**config.mk**
```make
export PLATFORM = sky130hd
export DESIGN_NAME = dlvts_top
export DESIGN_NICKNAME = d
export VERILOG_FILES = /design/src/dlvts_pkg.sv /design/src/dlvts_hold_timer.sv /design/src/dlvts_top.sv
export VERILOG_INCLUDE_DIRS = /design/src /design/src/src
export SDC_FILE = /design/constraint.sdc
export NUM_CORES = 1
export LEC_CHECK = 0
export ABC_CLOCK_PERIOD_IN_PS = 11900
export BUFFER_PORTS_ARGS = -buffer_cell sky130_fd_sc_hd__buf_4
export CORE_ASPECT_RATIO = 1.2
export CORE_MARGIN = 8
export CORE_UTILIZATION = 45
export CTS_CLUSTER_SIZE = 30
export DETAILED_ROUTE_END_ITERATION = 8
export SYNTH_ARGS = -nofsm -noshare
export SYNTH_HDL_FRONTEND = slang
export SYNTH_SLANG_ARGS = --single-unit
```
**constraint.sdc**
```tcl
create_clock -name sys_clk -period 11.9 [get_ports sys_clk]
set_clock_uncertainty 0.2 [all_clocks]
set_input_delay 3.57 -clock sys_clk [delete_from_list [all_inputs] [get_ports sys_clk]]
set_output_delay 3.57 -clock sys_clk [all_outputs]
set_load 0.02 [all_outputs]
```
**src/dlvts_params.svh**
```systemverilog
// Purpose: Constants of the dead line detector and VT supervision block
// Assumes: 50 MHz sys_clk; magnitudes in 0.01 % of nominal
// Notes:   Register map, field positions, reset values and timing
`ifndef DLVTS_PARAMS_SVH
`define DLVTS_PARAMS_SVH

// Register offsets
`define DLVTS_ADDR_CTRL   4'h0
`define DLVTS_ADDR_DTHR   4'h4
`define DLVTS_ADDR_VTHR   4'h8
`define DLVTS_ADDR_STAT   4'hc

// Field positions
`define DLVTS_CTRL_EN     0
`define DLVTS_CTRL_MODE   1
`define DLVTS_DTHR_U      0
`define DLVTS_DTHR_I      16
`define DLVTS_VTHR_U      0
`define DLVTS_VTHR_I0     8
`define DLVTS_VTHR_I2     16
`define DLVTS_PCT_W       7
`define DLVTS_STAT_PAD    21

// Reset values and ranges in percent
`define DLVTS_DLD_U_DEF   7'h3c
`define DLVTS_DLD_I_DEF   7'h0a
`define DLVTS_VTS_U_DEF   7'h1e
`define DLVTS_VTS_I0_DEF  7'h0a
`define DLVTS_VTS_I2_DEF  7'h0a
`define DLVTS_DLD_U_MIN   7'h0a
`define DLVTS_DLD_I_MIN   7'h02
`define DLVTS_VTS_MIN     7'h01
`define DLVTS_PCT_MAX     7'h64

// Pickup and dropout multipliers per percent
`define DLVTS_PICK_MUL    24'h000064
`define DLVTS_DROP_MUL    24'h00005f

// Timing
`define DLVTS_TMR_W       24
`define DLVTS_CLK_HZ      50000000
`define DLVTS_ARM_MS      200
`define DLVTS_COND_MS     4
`define DLVTS_REL_MS      200
`define DLVTS_LATCH_MS    100

`endif

```
**src/dlvts_pkg.sv**
```systemverilog
// Purpose: Types of the dead line detector and VT supervision block
// Assumes: Nothing beyond the params header
// Notes:   Measurement and status carriers
package dlvts_pkg;

  typedef enum logic [1:0] {
    DLVTS_MODE_ZERO,
    DLVTS_MODE_NEG,
    DLVTS_MODE_SPECIAL
  } dlvts_mode_t;

  typedef struct packed {
    logic [2:0][15:0] phase_voltage;
    logic [2:0][15:0] phase_current;
    logic [15:0]      residual_voltage;
    logic [15:0]      residual_current;
    logic [15:0]      negseq_voltage;
    logic [15:0]      negseq_current;
  } dlvts_meas_t;

  typedef struct packed {
    logic phase1_voltage_above;
    logic phase2_voltage_above;
    logic phase3_voltage_above;
    logic phase1_current_above;
    logic phase2_current_above;
    logic phase3_current_above;
    logic dead_state_out;
    logic live_state_out;
    logic vt_fail;
  } dlvts_stat_t;

endpackage

```
**src/dlvts_hold_timer.sv**
```systemverilog
// Purpose: Persistence timer, done once run held for CYCLES edges
// Assumes: run from logic on sys_clk
// Notes:   Counter saturates; drop of run clears it
`timescale 1ns/1ns
`include "dlvts_params.svh"

module dlvts_hold_timer #(
  parameter logic [`DLVTS_TMR_W-1:0] CYCLES = 24'h000001
) (
  // Clock and reset
  input  wire logic sys_clk,
  input  wire logic sys_rst,
  // Control
  input  wire logic run,
  output wire logic done
);

  logic [`DLVTS_TMR_W-1:0] cnt_r;

  always_ff @(posedge sys_clk or posedge sys_rst)
  begin
    if (sys_rst)
      cnt_r <= '0;
    else if (!run)
      cnt_r <= '0;
    else if (cnt_r != CYCLES)
      cnt_r <= cnt_r + 24'h000001;
  end

  assign done = (cnt_r == CYCLES);

endmodule

```
**src/dlvts_top.sv**
```systemverilog
// Purpose: Dead line detection and VT secondary circuit supervision
// Assumes: Magnitudes in 0.01 % of nominal, meas_valid per Fourier result
// Notes:   Settings over classic Wishbone; no events produced
// Overview of operation
// - Enable setting, off after reset, outputs quiet
// - Voltage threshold percent, 10 to 100, 60
// - Current threshold percent, 2 to 100, 10
// - Block input forces detection and outputs inactive
// - Per-phase voltage above threshold flags
// - Per-phase current above threshold flags
// - Dead: all voltages and currents below
// - Live: all three voltages above threshold
// - Dead and live states readable in status
// - No events generated by this block
// - Drive VT failure output for secondary faults
// - Three supervision modes: zero, negative, special
// - Zero: residual voltage high, residual current low
// - Negative: negseq voltage high, negseq current low
// - Special: residual voltage high, both currents low
// - Supervision uses live and dead states
// - Arm after 200 ms live; dead disarms
// - Fail after condition held 4 ms armed
// - Clear after 200 ms when live, condition gone
// - Dead entry: keep if 100 ms, else clear
//
// Added by the designer: the Wishbone slave port and the register addresses.
`timescale 1ns/1ns
`include "dlvts_params.svh"

module dlvts_top #(
  parameter logic [`DLVTS_TMR_W-1:0] ARM_CYC   = 24'(`DLVTS_ARM_MS * (`DLVTS_CLK_HZ / 1000)),
  parameter logic [`DLVTS_TMR_W-1:0] COND_CYC  = 24'(`DLVTS_COND_MS * (`DLVTS_CLK_HZ / 1000)),
  parameter logic [`DLVTS_TMR_W-1:0] REL_CYC   = 24'(`DLVTS_REL_MS * (`DLVTS_CLK_HZ / 1000)),
  parameter logic [`DLVTS_TMR_W-1:0] LATCH_CYC = 24'(`DLVTS_LATCH_MS * (`DLVTS_CLK_HZ / 1000))
) (
  // Clock and reset
  input  wire logic                 sys_clk,
  input  wire logic                 sys_rst,
  // Wishbone slave
  input  wire logic                 wb_cyc_i,
  input  wire logic                 wb_stb_i,
  input  wire logic                 wb_we_i,
  input  wire logic [3:0]           wb_adr_i,
  input  wire logic [3:0]           wb_sel_i,
  input  wire logic [31:0]          wb_dat_i,
  output logic      [31:0]          wb_dat_o,
  output wire logic                 wb_ack_o,
  // Measurement front end
  input  wire logic                 meas_valid,
  input  dlvts_pkg::dlvts_meas_t    meas,
  // User logic
  input  wire logic                 block_input,
  output dlvts_pkg::dlvts_stat_t    stat_o
);

  localparam int PW = `DLVTS_PCT_W;

  // Settings
  logic                    enable_r;
  dlvts_pkg::dlvts_mode_t  mode_r;
  logic [PW-1:0]           dld_u_r;
  logic [PW-1:0]           dld_i_r;
  logic [PW-1:0]           vts_u_r;
  logic [PW-1:0]           vts_i0_r;
  logic [PW-1:0]           vts_i2_r;
  // Bus
  logic                    ack_r;
  logic                    req;
  logic                    wr_stb;
  logic [31:0]             rd_nxt;
  logic [31:0]             stat_word;
  // Detection
  logic                    func_ok;
  logic [2:0]              vflag_r;
  logic [2:0]              iflag_r;
  logic                    dead_r;
  logic                    live_r;
  logic                    dead_d_r;
  logic                    dead_rise;
  // Supervision
  logic                    vu0_r;
  logic                    vu2_r;
  logic                    vi0_r;
  logic                    vi2_r;
  logic                    vt_cond;
  logic                    armed_r;
  logic                    vt_fail_r;
  logic                    arm_done;
  logic                    cond_done;
  logic                    rel_done;
  logic                    long_done;

  // Settings range limiter
  function automatic logic [PW-1:0] clamp_pct(input logic [PW-1:0] val, input logic [PW-1:0] lo);
    logic [PW-1:0] res;
    res = val;
    if (val < lo)
      res = lo;
    else if (val > `DLVTS_PCT_MAX)
      res = `DLVTS_PCT_MAX;
    return res;
  endfunction

  // Comparator with hysteresis, magnitude in 0.01 % units
  function automatic logic above_next(input logic prev, input logic [15:0] mag, input logic [PW-1:0] pct);
    logic [23:0] m;
    logic [23:0] pick;
    logic [23:0] drop;
    m    = {8'h00, mag};
    pick = 24'({17'h00000, pct} * `DLVTS_PICK_MUL);
    drop = 24'({17'h00000, pct} * `DLVTS_DROP_MUL);
    return prev ? (m >= drop) : (m > pick);
  endfunction

  // Wishbone handshake
  assign req      = wb_cyc_i & wb_stb_i & ~ack_r;
  assign wr_stb   = req & wb_we_i;
  assign wb_ack_o = ack_r;

  always_ff @(posedge sys_clk or posedge sys_rst)
  begin
    if (sys_rst)
      ack_r <= 1'b0;
    else
      ack_r <= req;
  end

  // Control register
  always_ff @(posedge sys_clk or posedge sys_rst)
  begin
    if (sys_rst)
    begin
      enable_r <= 1'b0;
      mode_r   <= dlvts_pkg::DLVTS_MODE_ZERO;
    end
    else if (wr_stb && wb_adr_i == `DLVTS_ADDR_CTRL && wb_sel_i[0])
    begin
      enable_r <= wb_dat_i[`DLVTS_CTRL_EN];
      if (wb_dat_i[`DLVTS_CTRL_MODE +: 2] != 2'h3)
        mode_r <= dlvts_pkg::dlvts_mode_t'(wb_dat_i[`DLVTS_CTRL_MODE +: 2]);
    end
  end

  // Dead line thresholds
  always_ff @(posedge sys_clk or posedge sys_rst)
  begin
    if (sys_rst)
    begin
      dld_u_r <= `DLVTS_DLD_U_DEF;
      dld_i_r <= `DLVTS_DLD_I_DEF;
    end
    else if (wr_stb && wb_adr_i == `DLVTS_ADDR_DTHR)
    begin
      if (wb_sel_i[0])
        dld_u_r <= clamp_pct(wb_dat_i[`DLVTS_DTHR_U +: PW], `DLVTS_DLD_U_MIN);
      if (wb_sel_i[2])
        dld_i_r <= clamp_pct(wb_dat_i[`DLVTS_DTHR_I +: PW], `DLVTS_DLD_I_MIN);
    end
  end

  // Supervision thresholds
  always_ff @(posedge sys_clk or posedge sys_rst)
  begin
    if (sys_rst)
    begin
      vts_u_r  <= `DLVTS_VTS_U_DEF;
      vts_i0_r <= `DLVTS_VTS_I0_DEF;
      vts_i2_r <= `DLVTS_VTS_I2_DEF;
    end
    else if (wr_stb && wb_adr_i == `DLVTS_ADDR_VTHR)
    begin
      if (wb_sel_i[0])
        vts_u_r <= clamp_pct(wb_dat_i[`DLVTS_VTHR_U +: PW], `DLVTS_VTS_MIN);
      if (wb_sel_i[1])
        vts_i0_r <= clamp_pct(wb_dat_i[`DLVTS_VTHR_I0 +: PW], `DLVTS_VTS_MIN);
      if (wb_sel_i[2])
        vts_i2_r <= clamp_pct(wb_dat_i[`DLVTS_VTHR_I2 +: PW], `DLVTS_VTS_MIN);
    end
  end

  // Status word
  assign stat_word = {{`DLVTS_STAT_PAD{1'b0}}, vt_fail_r & dead_r, vt_fail_r, armed_r,
                      live_r, dead_r, iflag_r, vflag_r};

  // Read data mux
  always_comb
  begin
    rd_nxt = 32'h00000000;
    case (wb_adr_i)
      `DLVTS_ADDR_CTRL:
      begin
        rd_nxt[`DLVTS_CTRL_EN]        = enable_r;
        rd_nxt[`DLVTS_CTRL_MODE +: 2] = mode_r;
      end
      `DLVTS_ADDR_DTHR:
      begin
        rd_nxt[`DLVTS_DTHR_U +: PW] = dld_u_r;
        rd_nxt[`DLVTS_DTHR_I +: PW] = dld_i_r;
      end
      `DLVTS_ADDR_VTHR:
      begin
        rd_nxt[`DLVTS_VTHR_U +: PW]  = vts_u_r;
        rd_nxt[`DLVTS_VTHR_I0 +: PW] = vts_i0_r;
        rd_nxt[`DLVTS_VTHR_I2 +: PW] = vts_i2_r;
      end
      `DLVTS_ADDR_STAT: rd_nxt = stat_word;
      default: rd_nxt = 32'h00000000;
    endcase
  end

  always_ff @(posedge sys_clk or posedge sys_rst)
  begin
    if (sys_rst)
      wb_dat_o <= 32'h00000000;
    else if (req && !wb_we_i)
      wb_dat_o <= rd_nxt;
  end

  // Function operable
  assign func_ok = enable_r & ~block_input;

  // Phase comparators
  always_ff @(posedge sys_clk or posedge sys_rst)
  begin
    if (sys_rst)
    begin
      vflag_r <= 3'h0;
      iflag_r <= 3'h0;
    end
    else if (!func_ok)
    begin
      vflag_r <= 3'h0;
      iflag_r <= 3'h0;
    end
    else if (meas_valid)
    begin
      for (int k = 0; k < 3; k++)
      begin
        vflag_r[k] <= above_next(vflag_r[k], meas.phase_voltage[k], dld_u_r);
        iflag_r[k] <= above_next(iflag_r[k], meas.phase_current[k], dld_i_r);
      end
    end
  end

  // Dead and live states
  always_ff @(posedge sys_clk or posedge sys_rst)
  begin
    if (sys_rst)
    begin
      dead_r   <= 1'b0;
      live_r   <= 1'b0;
      dead_d_r <= 1'b0;
    end
    else
    begin
      dead_r   <= func_ok & ~|vflag_r & ~|iflag_r;
      live_r   <= func_ok & (&vflag_r);
      dead_d_r <= dead_r;
    end
  end

  assign dead_rise = dead_r & ~dead_d_r;

  // Sequence comparators
  always_ff @(posedge sys_clk or posedge sys_rst)
  begin
    if (sys_rst)
    begin
      vu0_r <= 1'b0;
      vu2_r <= 1'b0;
      vi0_r <= 1'b0;
      vi2_r <= 1'b0;
    end
    else if (!func_ok)
    begin
      vu0_r <= 1'b0;
      vu2_r <= 1'b0;
      vi0_r <= 1'b0;
      vi2_r <= 1'b0;
    end
    else if (meas_valid)
    begin
      vu0_r <= above_next(vu0_r, meas.residual_voltage, vts_u_r);
      vu2_r <= above_next(vu2_r, meas.negseq_voltage, vts_u_r);
      vi0_r <= above_next(vi0_r, meas.residual_current, vts_i0_r);
      vi2_r <= above_next(vi2_r, meas.negseq_current, vts_i2_r);
    end
  end

  // Mode condition
  always_comb
  begin
    case (mode_r)
      dlvts_pkg::DLVTS_MODE_ZERO:    vt_cond = vu0_r & ~vi0_r;
      dlvts_pkg::DLVTS_MODE_NEG:     vt_cond = vu2_r & ~vi2_r;
      dlvts_pkg::DLVTS_MODE_SPECIAL: vt_cond = vu0_r & ~vi0_r & ~vi2_r;
      default:                       vt_cond = 1'b0;
    endcase
  end

  // Persistence timers
  dlvts_hold_timer #(.CYCLES(ARM_CYC)) u_arm_tmr (
    .sys_clk (sys_clk),
    .sys_rst (sys_rst),
    .run     (live_r),
    .done    (arm_done)
  );

  dlvts_hold_timer #(.CYCLES(COND_CYC)) u_cond_tmr (
    .sys_clk (sys_clk),
    .sys_rst (sys_rst),
    .run     (armed_r & vt_cond),
    .done    (cond_done)
  );

  dlvts_hold_timer #(.CYCLES(REL_CYC)) u_rel_tmr (
    .sys_clk (sys_clk),
    .sys_rst (sys_rst),
    .run     (vt_fail_r & live_r & ~vt_cond),
    .done    (rel_done)
  );

  dlvts_hold_timer #(.CYCLES(LATCH_CYC)) u_long_tmr (
    .sys_clk (sys_clk),
    .sys_rst (sys_rst),
    .run     (vt_fail_r),
    .done    (long_done)
  );

  // Arming
  always_ff @(posedge sys_clk or posedge sys_rst)
  begin
    if (sys_rst)
      armed_r <= 1'b0;
    else if (!func_ok || dead_r)
      armed_r <= 1'b0;
    else if (arm_done)
      armed_r <= 1'b1;
  end

  // Failure output
  always_ff @(posedge sys_clk or posedge sys_rst)
  begin
    if (sys_rst)
      vt_fail_r <= 1'b0;
    else if (!func_ok)
      vt_fail_r <= 1'b0;
    else if (dead_rise)
      vt_fail_r <= vt_fail_r & long_done;
    else if (armed_r && cond_done)
      vt_fail_r <= 1'b1;
    else if (rel_done)
      vt_fail_r <= 1'b0;
  end

  // Outputs; levels only, nothing event-like
  assign stat_o = '{phase1_voltage_above: vflag_r[0],
                    phase2_voltage_above: vflag_r[1],
                    phase3_voltage_above: vflag_r[2],
                    phase1_current_above: iflag_r[0],
                    phase2_current_above: iflag_r[1],
                    phase3_current_above: iflag_r[2],
                    dead_state_out:       dead_r,
                    live_state_out:       live_r,
                    vt_fail:              vt_fail_r};
endmodule

```
Word level (Yosys, flattened, before mapping)
Cells that the tools add are included.
Widths: inputs -> output; s select.
{ "op_classes": {"n_bitwise": 22, "mul": 10, "eq_ne": 20, "shift": 0, "n_reduce_logical": 23, "addsub": 4, "n_div": 0, "order_cmp": 28, "muxes": 50} }
{ "ops": {"columns": ["cell", "count"], "rows": [
  ["$mux 24", 8],
  ["$ge 16x14->1", 10],
  ["$gt 16x14->1", 10],
  ["$add 24x1->24 const B", 4],
  ["$mul 7x7->14 const B", 5],
  ["$mul 7x5->12 const B", 5],
  ["$mux 7", 8],
  ["$eq 24x24->1 const B", 2],
  ["$ne 24x24->1 const B", 2],
  ["$pmux 7 s2", 2],
  ["$mux 1", 25],
  ["$eq 24x18->1 const B", 1],
  ["$eq 24x23->1 const B", 1],
  ["$ne 24x18->1 const B", 1],
  ["$ne 24x23->1 const B", 1],
  ["$gt 7x7->1 const B", 3],
  ["$lt 7x1->1 const B", 3],
  ["$and 1x1->1", 16],
  ["$mux 3", 4],
  ["$pmux 3 s4", 1],
  ["$pmux 4 s3", 1],
  ["$reduce_and 2->1", 6],
  ["$eq 4x4->1 const B", 2],
  ["$ne 2x2->1 const B", 4],
  ["17 further kinds", 32]
]} }
{ "word_totals": {"ram_bits": 0, "n_memories": 0, "latchBits": 0, "regBits": 172, "romBits": 0} }

Depth between registers and ports, before layout
Gate-level depths: netlist of the first run.
{ "depth": {"ltp_word": 7, "depth_mapped": 25, "ltp_nobuf": 25} }

Modules after synthesis
From an unflattened synthesis of the first run, not the netlist that was laid out.
{ "hier_totals": {"cells_unflattened": 2498, "area_unflattened_um2": 22661.7} }
{ "by_module_without_submodules": {"columns": ["mod", "instances", "cells_per_inst", "area_each_um2"], "rows": [
  ["dlvts_top", 1, 1930, 17466.8],
  ["dlvts_hold_timer at u_arm_tmr ...", 2, 143, 1300.0],
  ["dlvts_hold_timer at u_long_tmr", 1, 142, 1315.0],
  ["dlvts_hold_timer at u_cond_tmr", 1, 140, 1280.0]
]} }

Worst setup path after synthesis of the first run
Ideal clock, no wire load.
{ "synth_path": {"path_type": "input to register", "startpoint": "input meas[112] in the netlist's numbering", "endpoint": "register vflag_r[0]", "path_slack_ps": 6072, "setup_ps": 120, "t_arrival_ps": 5508, "required_time_ps": 11580, "n_path_buf": 0, "cell_stages": 11, "cell_sequence": "inv_1 > ha_1 > nand2b_1 > a211oi_1 > o21ai_0 > a2111oi_0 > o21bai_1 > maj3_1 > a221oi_1 > o22a_1 > nor2_1"} }
{ "synth_between": {"elab_chain_cells": 4, "word_cells_on_any_way": 5, "cone_classes": "2 x order compare; 3 x mux"} }
{ "synth_lines": {"columns": ["element", "line_no", "source"], "rows": [
  ["start, declared", "dlvts_top.sv:50", "input dlvts_pkg::dlvts_meas_t meas,"],
  ["$gt 16x14->1 / $ge 16x14->1 (equally long branches)", "dlvts_top.sv:112", "return prev ? (m >= drop) : (m > pick);"],
  ["$mux 1 *", "dlvts_top.sv:112", null],
  ["$mux 3 *", "dlvts_top.sv:235", "else if (meas_valid)"],
  ["$mux 3 *", "dlvts_top.sv:230", "else if (!func_ok)"],
  ["end signal, assigned by index", "dlvts_top.sv:239", "vflag_r[k] <= above_next(vflag_r[k], meas.phase_voltage[k], dld_u_r);"],
  ["end, declared", "dlvts_top.sv:74", "logic [2:0] vflag_r;"]
]} }
Every way passes the cells marked *; elsewhere a longest branch is shown, timed or not. The select of a mux whose other input is x is not followed.
A chain may end at the register's enable or synchronous reset.

Final worst setup path of the first run
{ "layout_path": {"startpoint": "register dld_u_r[2]", "endpoint": "register vflag_r[1]"} }
{ "layout_between": {"elab_chain_cells": 5, "word_cells_on_any_way": 7, "cone_classes": "2 x mul; 2 x order compare; 3 x mux"} }
{ "layout_lines": {"columns": ["element", "line_no", "source"], "rows": [
  ["start, declared", "dlvts_top.sv:61", "logic [PW-1:0] dld_u_r;"],
  ["start signal, assigned", "dlvts_top.sv:149", "dld_u_r <= `DLVTS_DLD_U_DEF;"],
  ["start signal, assigned", "dlvts_top.sv:155", "dld_u_r <= clamp_pct(wb_dat_i[`DLVTS_DTHR_U +: PW], `DLVTS_DLD_U_MIN);"],
  ["$mul 7x5->12 (no source line) / $mul 7x7->14 (equally long branches)", null, null],
  ["$gt 16x14->1 / $ge 16x14->1 (equally long branches)", "dlvts_top.sv:112", null],
  ["$mux 1 *", "dlvts_top.sv:112", null],
  ["$mux 3 *", "dlvts_top.sv:235", null],
  ["$mux 3 *", "dlvts_top.sv:230", null]
]} }
Marked as above.

==> impl_metrics.tcl, run 1 <==
set metrics [dict create \
    outcome "finished clean" \
    drtAntennaViolNets 0 \
    h-tree-depth 4 \
    rows 89 \
    synth_warnings 0 \
    dr.pass1.iters 5 \
    pin_count 249 \
    synth_seq_cells 172 \
    chipWidth_microns 220 \
    grt_pass1_vias 19000 \
    io_buffers 226 \
    worst_ep_required_time_ns 12.07 \
    synth_edf_count 0 \
    antenna_found_initial 4 \
    die_h_microns 260 \
    slew_viol_final 0 \
    drc_errors 0 \
    fin_tns_setup_ns 0 \
    multi_input_area_sq_um 16800 \
    fill_cells 4720 \
    grt_pass1_wl_microns 96800 \
    crit_path_end_kind "flop" \
    cp_data_arrival_time_ns 6.56 \
    cts_tree "done" \
    syn_inst 2429 \
    holdCritStartpoint "wb_ack_o" \
    cts_resized 0 \
    synth_area_per_cell_sq_um 9.22 \
    syn_area_sq_um 22400 \
    hp-class "flop to flop" \
    reg2reg_from "dld_u_r[2]" \
    seq_area_sq_um 4320 \
    wl_microns 59400 \
    final_cell_mix "ha_1, inv_1, buf_4" \
    hold_viol 0 \
    instances_no_fill 3302 \
    setup_viol 0 \
    finish.utilization_pct 51.6 \
    dieArea_sq_um 57200 \
    hpwl_microns 50500 \
    clkLatencyLatePin_ns 0.45 \
    grt_usage_pct 21.0 \
    async_flop_share_pct 100 \
    drt-wirelength-per-cell_microns 18.0 \
    fin_crit_ns 6.39 \
    tightest_slew_ns 1.03 \
    crit_path_start_kind "flop" \
    grt_max_degree 76 \
    max_slew_margin_pct 31.3 \
    cts.clk_slew.worst_paths_ns 0.08 \
    viasPerCell 5.46 \
    seq_area_frac_synth_pct 19.3 \
    power.leakage_nw 13.2 \
    rsz0062_at_grt "false" \
    place_congestion 0.884 \
    cts_root_buf "clkbuf_16" \
    ys_types 87 \
    ir_drop_mv 0.115 \
    final_layout_size_suffix_gt1_share_pct 11.9 \
    layout_commonest_cell "ha_1" \
    synth-main-ff-cell "dfrtp_1" \
    drt_iter0_drc 814 \
    vias 18000 \
    cts_buffers 17 \
    place_inst 3267 \
    overflow 0 \
    final.period_utilization_pct 53.7 \
    clk_path_buf_depth 2 \
    crit_start "dld_u_r[2]" \
    cap_violations 0 \
    post-cts-setup-buffers 0 \
    hold_buffers 0 \
    core_sq_um 49200 \
    cp_max_fo 8 \
    nets 3488 \
    max_freq_ghz 0.156 \
    start_util_pct 45.5 \
    syn2layout_area_growth_pct 13.3 \
    critPathKind "flop to flop" \
    cts_sinks 172 \
    power_density_nw_per_um2 145 \
    whs_ns 0.281 \
]
[power breakdown]
group          total [W]  switching [W]  internal (W)
logic            0.00246        0.00136       0.00110
clock network   0.000566       0.000283      0.000283
registers       0.000644      0.0000427      0.000601
[through the flow]
step                      setup WS (ns)  total power, W  instance area (sq um)
after floorplan                    3.49         0.00247                  22400
after global placement             5.58         0.00303                  24800
after detailed placement           5.57         0.00312                  24800
after CTS                          5.52         0.00371                  25400
after global routing               5.15         0.00410                  25400
final                              5.51         0.00367                  25400
[per-layer routing]
layer	share of wire, %	track usage (%)	wire length [microns]
met5	0.045	0	27
met4	2.6	6.43	1560
met3	4.9	4.17	2910
met2	48	36.2	28700
met1	44	26.2	26200
[registers in the layout, summed over array words and instances, names as in the netlist, 2 cells and up]
name	cells
mode_r	2
dld_i_r	7
u_arm_tmr.cnt_r	24
u_long_tmr.cnt_r	24
u_rel_tmr.cnt_r	24
dld_u_r	7
vts_i2_r	7
iflag_r	3
u_cond_tmr.cnt_r	24
vflag_r	3
vts_i0_r	7
vts_u_r	7
wb_dat_o	22
[Yosys cell counts (35+ instances only)]
cell type  number  area share, %
o21ai_0        98            2.2
xnor2_1        87            3.4
a21oi_1       102            2.3
nand3_1        80            1.8
inv_1         305            5.1
nor2b_1        35           0.98
o21a_1         39            1.3
nor2_1        139            2.3
nor3_1         37           0.83
fa_1          100            8.9
and2_1         40            1.1
a21o_1         71            2.4
ha_1          532             30
xor2_1         75            2.9
dfrtp_1       158             18
nand4_1        38            1.1
nand2_1       117            2.0
[cells by family (layout without fill, tap and decap cells)]
group / Yosys count / in the layout / share of synthesized area, %
fa+ha+maj: 641 / 641 / 39.1
simple gates: 623 / 623 / 14.4
compound gates: 463 / 463 / 13.6
buf+inv: 346 / 570 / 6.02
flops: 172 / 172 / 19.3
xor+xnor: 163 / 163 / 6.41
mux: 20 / 20 / 1.13
other cells: 1 / 13 / 0.0167
[area by class of cell]
cell class,count,area share [%]
Clock buffer,17,1.68
Antenna cell,3,0.0296
Tap cell,637,3.14
Sequential cell,172,17.0
Multi-Input combinational cell,1920,66.0
Timing Repair Buffer,233,6.89
Clock inverter,15,0.670
Inverter,305,4.53
[path summary, 6_finish.rpt]
check | slack (ns) | end | cells after the start
worst max-delay path | 5.51 | vflag_r[1] | 23
worst min-delay path | 0.28 | wb_ack_o | 1
worst max register to register | 5.51 | vflag_r[1] | 23
worst min register to register | 0.28 | wb_ack_o | 1
max in group asynchronous | 6.44 | u_arm_tmr.cnt_r[20] | 4
min in group asynchronous | 2.89 | vi0_r | 2
[worst max-delay path, cell delays in order (launching register included)]
cell,delay (ns)
dfstp_2,0.64
inv_1,0.23
fa_1,0.58
inv_1,0.04
ha_1,0.26
inv_1,0.05
fa_1,0.50
fa_1,0.53
inv_1,0.04
ha_1,0.33
o21ai_0,0.11
nor2_1,0.10
o41a_1,0.34
a21oi_1,0.18
xor2_1,0.39
ha_1,0.25
or3_1,0.11
a21oi_1,0.04
a32oi_1,0.26
o221a_1,0.23
a311oi_1,0.05
maj3_2,0.32
maj3_2,0.31
a211oi_2,0.20
Note: power is estimated with default switching activity, not from simulation.
==> run 2, diff against run 1 <==
- ABC_CLOCK_PERIOD_IN_PS: 11900 -> 5230
- PLACE_DENSITY: not set -> 0.66
- clock period: 11.9 -> 5.23 ns (I/O delays scaled with it)
==> run 2 against run 1 <==
- the flow now finishes with violations (setup timing)
- power grew to 2.9 times the previous value
- maximum frequency is 11% higher
- combinational power grew to 3.2 times the previous value
- via count rose by 5.8%
- sequential power grew 120%
- sequential share of layout area down 1.4 points
- clock power increased by 130%
- hold slack gained 0.0015 ns
- core utilization rose by 4.7 points
- cell area up 9.2%
- flip-flop and latch count is the same
- critical endpoint is now vflag_r[2]
==> impl_metrics.tcl, run 2 (synthesized netlist as in run 1, its figures left out) <==
set metrics [dict create \
    power_density_nw_per_um2 380 \
    worstPathCellList "inv_4 -> fa_1 -> inv_1 -> ha_1 -> inv_1 -> fa_1 -> fa_1 -> inv_2 -> ha_4 -> o21ai_1 -> nor2_1 -> o41a_1 -> a21oi_2 -> xor2_2 -> buf_4 -> ha_4 -> or4_4 -> a21o_1 -> o311ai_2 -> nand3b_1 -> maj3_2 -> maj3_2 -> o21a_1" \
    pwr-share-seq_pct 13.3 \
    drtAntennaViolNets 0 \
    clkLatencyLatePin_ns 0.45 \
    max_slew_margin_pct 37.4 \
    clk_path_buf_depth 2 \
    seq_area_sq_um 4320 \
    cts_root_buf "clkbuf_16" \
    syn2layout_area_growth_pct 23.8 \
    cp_max_fo 2 \
    pin_count 249 \
    cpMaxStageDelayCell "dfstp_2" \
    rows 89 \
    critPathKind "flop to flop" \
    tightest_slew_ns 0.927 \
    crit_family "adder cells" \
    wl_microns 63400 \
    cp_data_arrival_time_ns 5.87 \
    hold_viol 0 \
    start_util_pct 45.5 \
    core_sq_um 49200 \
    cts_tree "done" \
    vias 19100 \
    worst_ep_required_time_ns 5.36 \
    h-tree-depth 4 \
    holdPathStages 2 \
    crit_top_cell "fa_1" \
    grt_pass1_vias 20300 \
    fin_tns_setup_ns -1.19 \
    cts_sinks 172 \
    cap_violations 0 \
    violations "setup timing" \
    fill_cells 4398 \
    p_int_w 0.00597 \
    final_layout_size_suffix_gt1_share_pct 23.1 \
    power_frac_clock_pct 12.6 \
    place_area_sq_um 26000 \
    critical_path_cell_count 23 \
    instances_no_fill 3468 \
    io_buffers 226 \
    fin_crit_ns 5.74 \
    grt_usage_pct 22.1 \
    combPwrFrac_pct 74.1 \
    dieArea_sq_um 57200 \
    dr.pass1.iters 8 \
    die_h_microns 260 \
    hp-class "flop to flop" \
    finalInstanceArea_sq_um 27700 \
    drt-wirelength-per-cell_microns 18.3 \
    r2r_cells 23 \
    grt_pass1_wl_microns 102000 \
    hpwl_microns 52400 \
    layout_commonest_cell "ha_1" \
    rsz0062_at_grt "true" \
    slew_viol_final 0 \
    place_congestion 0.938 \
    critical-path-max-stage-delay_ns 0.56 \
    worst-path-buf-inv 5 \
    grt_max_degree 73 \
    place_inst 3414 \
    multi_input_area_sq_um 17800 \
    p_sw_w 0.00457 \
    hold_buffers 0 \
    cts_buffers 17 \
    nets 3656 \
    power.leakage_nw 14.1 \
    final_cell_mix "ha_1, buf_4, inv_1" \
    viasPerCell 5.50 \
    power_w 0.0105 \
    chipWidth_microns 220 \
    final.period_utilization_pct 110 \
    p_sw_share_pct 43.3 \
    cts.clk_slew.worst_paths_ns 0.07 \
    crit_path_start_kind "flop" \
    drt_iter0_drc 923 \
    outcome "finished with violations" \
    overflow 0 \
    max_freq_ghz 0.174 \
    drc_errors 0 \
    ir_drop_mv 0.366 \
    setup_slack_ns -0.506 \
    antenna_found_initial 3 \
    crit_path_end_kind "flop" \
    setup_viol 6 \
]
run 2: changes by cell type in the layout (fill, tap and decap cells not counted), sizes merged:
cell / before / now
diode: 3 / 1
buf: 233 / 401
inv: 313 / 308
clkinvlp: 0 / 2
bufinv: 0 / 2
clkbuf: 17 / 19
clkinv: 7 / 6
run 2: layout make-up:
class | instances | share of cell area (%)
antenna | 1 | 0.00903
multi-input combinational | 1920 | 64.1
inverter | 305 | 4.18
sequential | 172 | 15.6
clock buffer | 19 | 1.63
tap | 637 | 2.88
clock inverter | 13 | 0.569
timing repair buffer | 401 | 11.0
run 2: worst reg2reg max path, cell delays in order (launching register included):
cell	delay, ns
dfstp_2	0.56
inv_4	0.04
fa_1	0.52
inv_1	0.04
ha_1	0.26
inv_1	0.04
fa_1	0.45
fa_1	0.51
inv_2	0.05
ha_4	0.20
o21ai_1	0.07
nor2_1	0.07
o41a_1	0.42
a21oi_2	0.19
xor2_2	0.10
buf_4	0.16
ha_4	0.15
or4_4	0.40
a21o_1	0.19
o311ai_2	0.08
nand3b_1	0.13
maj3_2	0.32
maj3_2	0.30
o21a_1	0.17
run 2: routing by layer:
| metal | track usage, % | wire length, microns | up-vias |
|---|---|---|---|
| li1 | - | - | 9302 |
| met1 | 26.6 | 26700 | 9246 |
| met2 | 39.7 | 32100 | 401 |
| met3 | 3.96 | 2800 | 106 |
| met4 | 6.49 | 1760 | 4 |
| met5 | 0 | 27 | - |
run 2: worst paths after layout:
kind	start	to	slack, ns
max	dld_u_r[2]	vflag_r[2]	-0.51
max reg2reg	dld_u_r[2]	vflag_r[2]	-0.51
min in group asynchronous	sys_rst	vi0_r	1.09
max in group asynchronous	sys_rst	vts_u_r[2]	2.83
min	wb_dat_o[8]	wb_dat_o[8]	0.28
min reg2reg	wb_dat_o[8]	wb_dat_o[8]	0.28
run 2: power by group through the flow:
stage | sequential, W | clock (W) | combinational (W)
CTS | 0.00140 | 0.00136 | 0.00710
global placement | 0.00143 | 0 | 0.00616
global route | 0.00141 | 0.00141 | 0.00875
finish | 0.00140 | 0.00133 | 0.00781
detailed placement | 0.00143 | 0 | 0.00641
floorplan | 0.00146 | 0 | 0.00420
run 2: repair_timing:
action                                  in CTS  in global routing
setup buffers                               17                  5
pin swaps                                   95                100
gates resized for setup                    101                100
endpoints found under the setup margin       9                 10
run 2: stage by stage:
step / setup slack (ns) / hold WS [ns] / utilization (%)
global placement: -0.524 / 0.269 / 52.7
detailed placement: -0.528 / 0.268 / 52.7
floorplan: -0.287 / 0.228 / -
global route: -0.712 / 0.303 / 56.3
finish: -0.506 / 0.283 / 56.3
CTS: -0.552 / 0.289 / 55.3
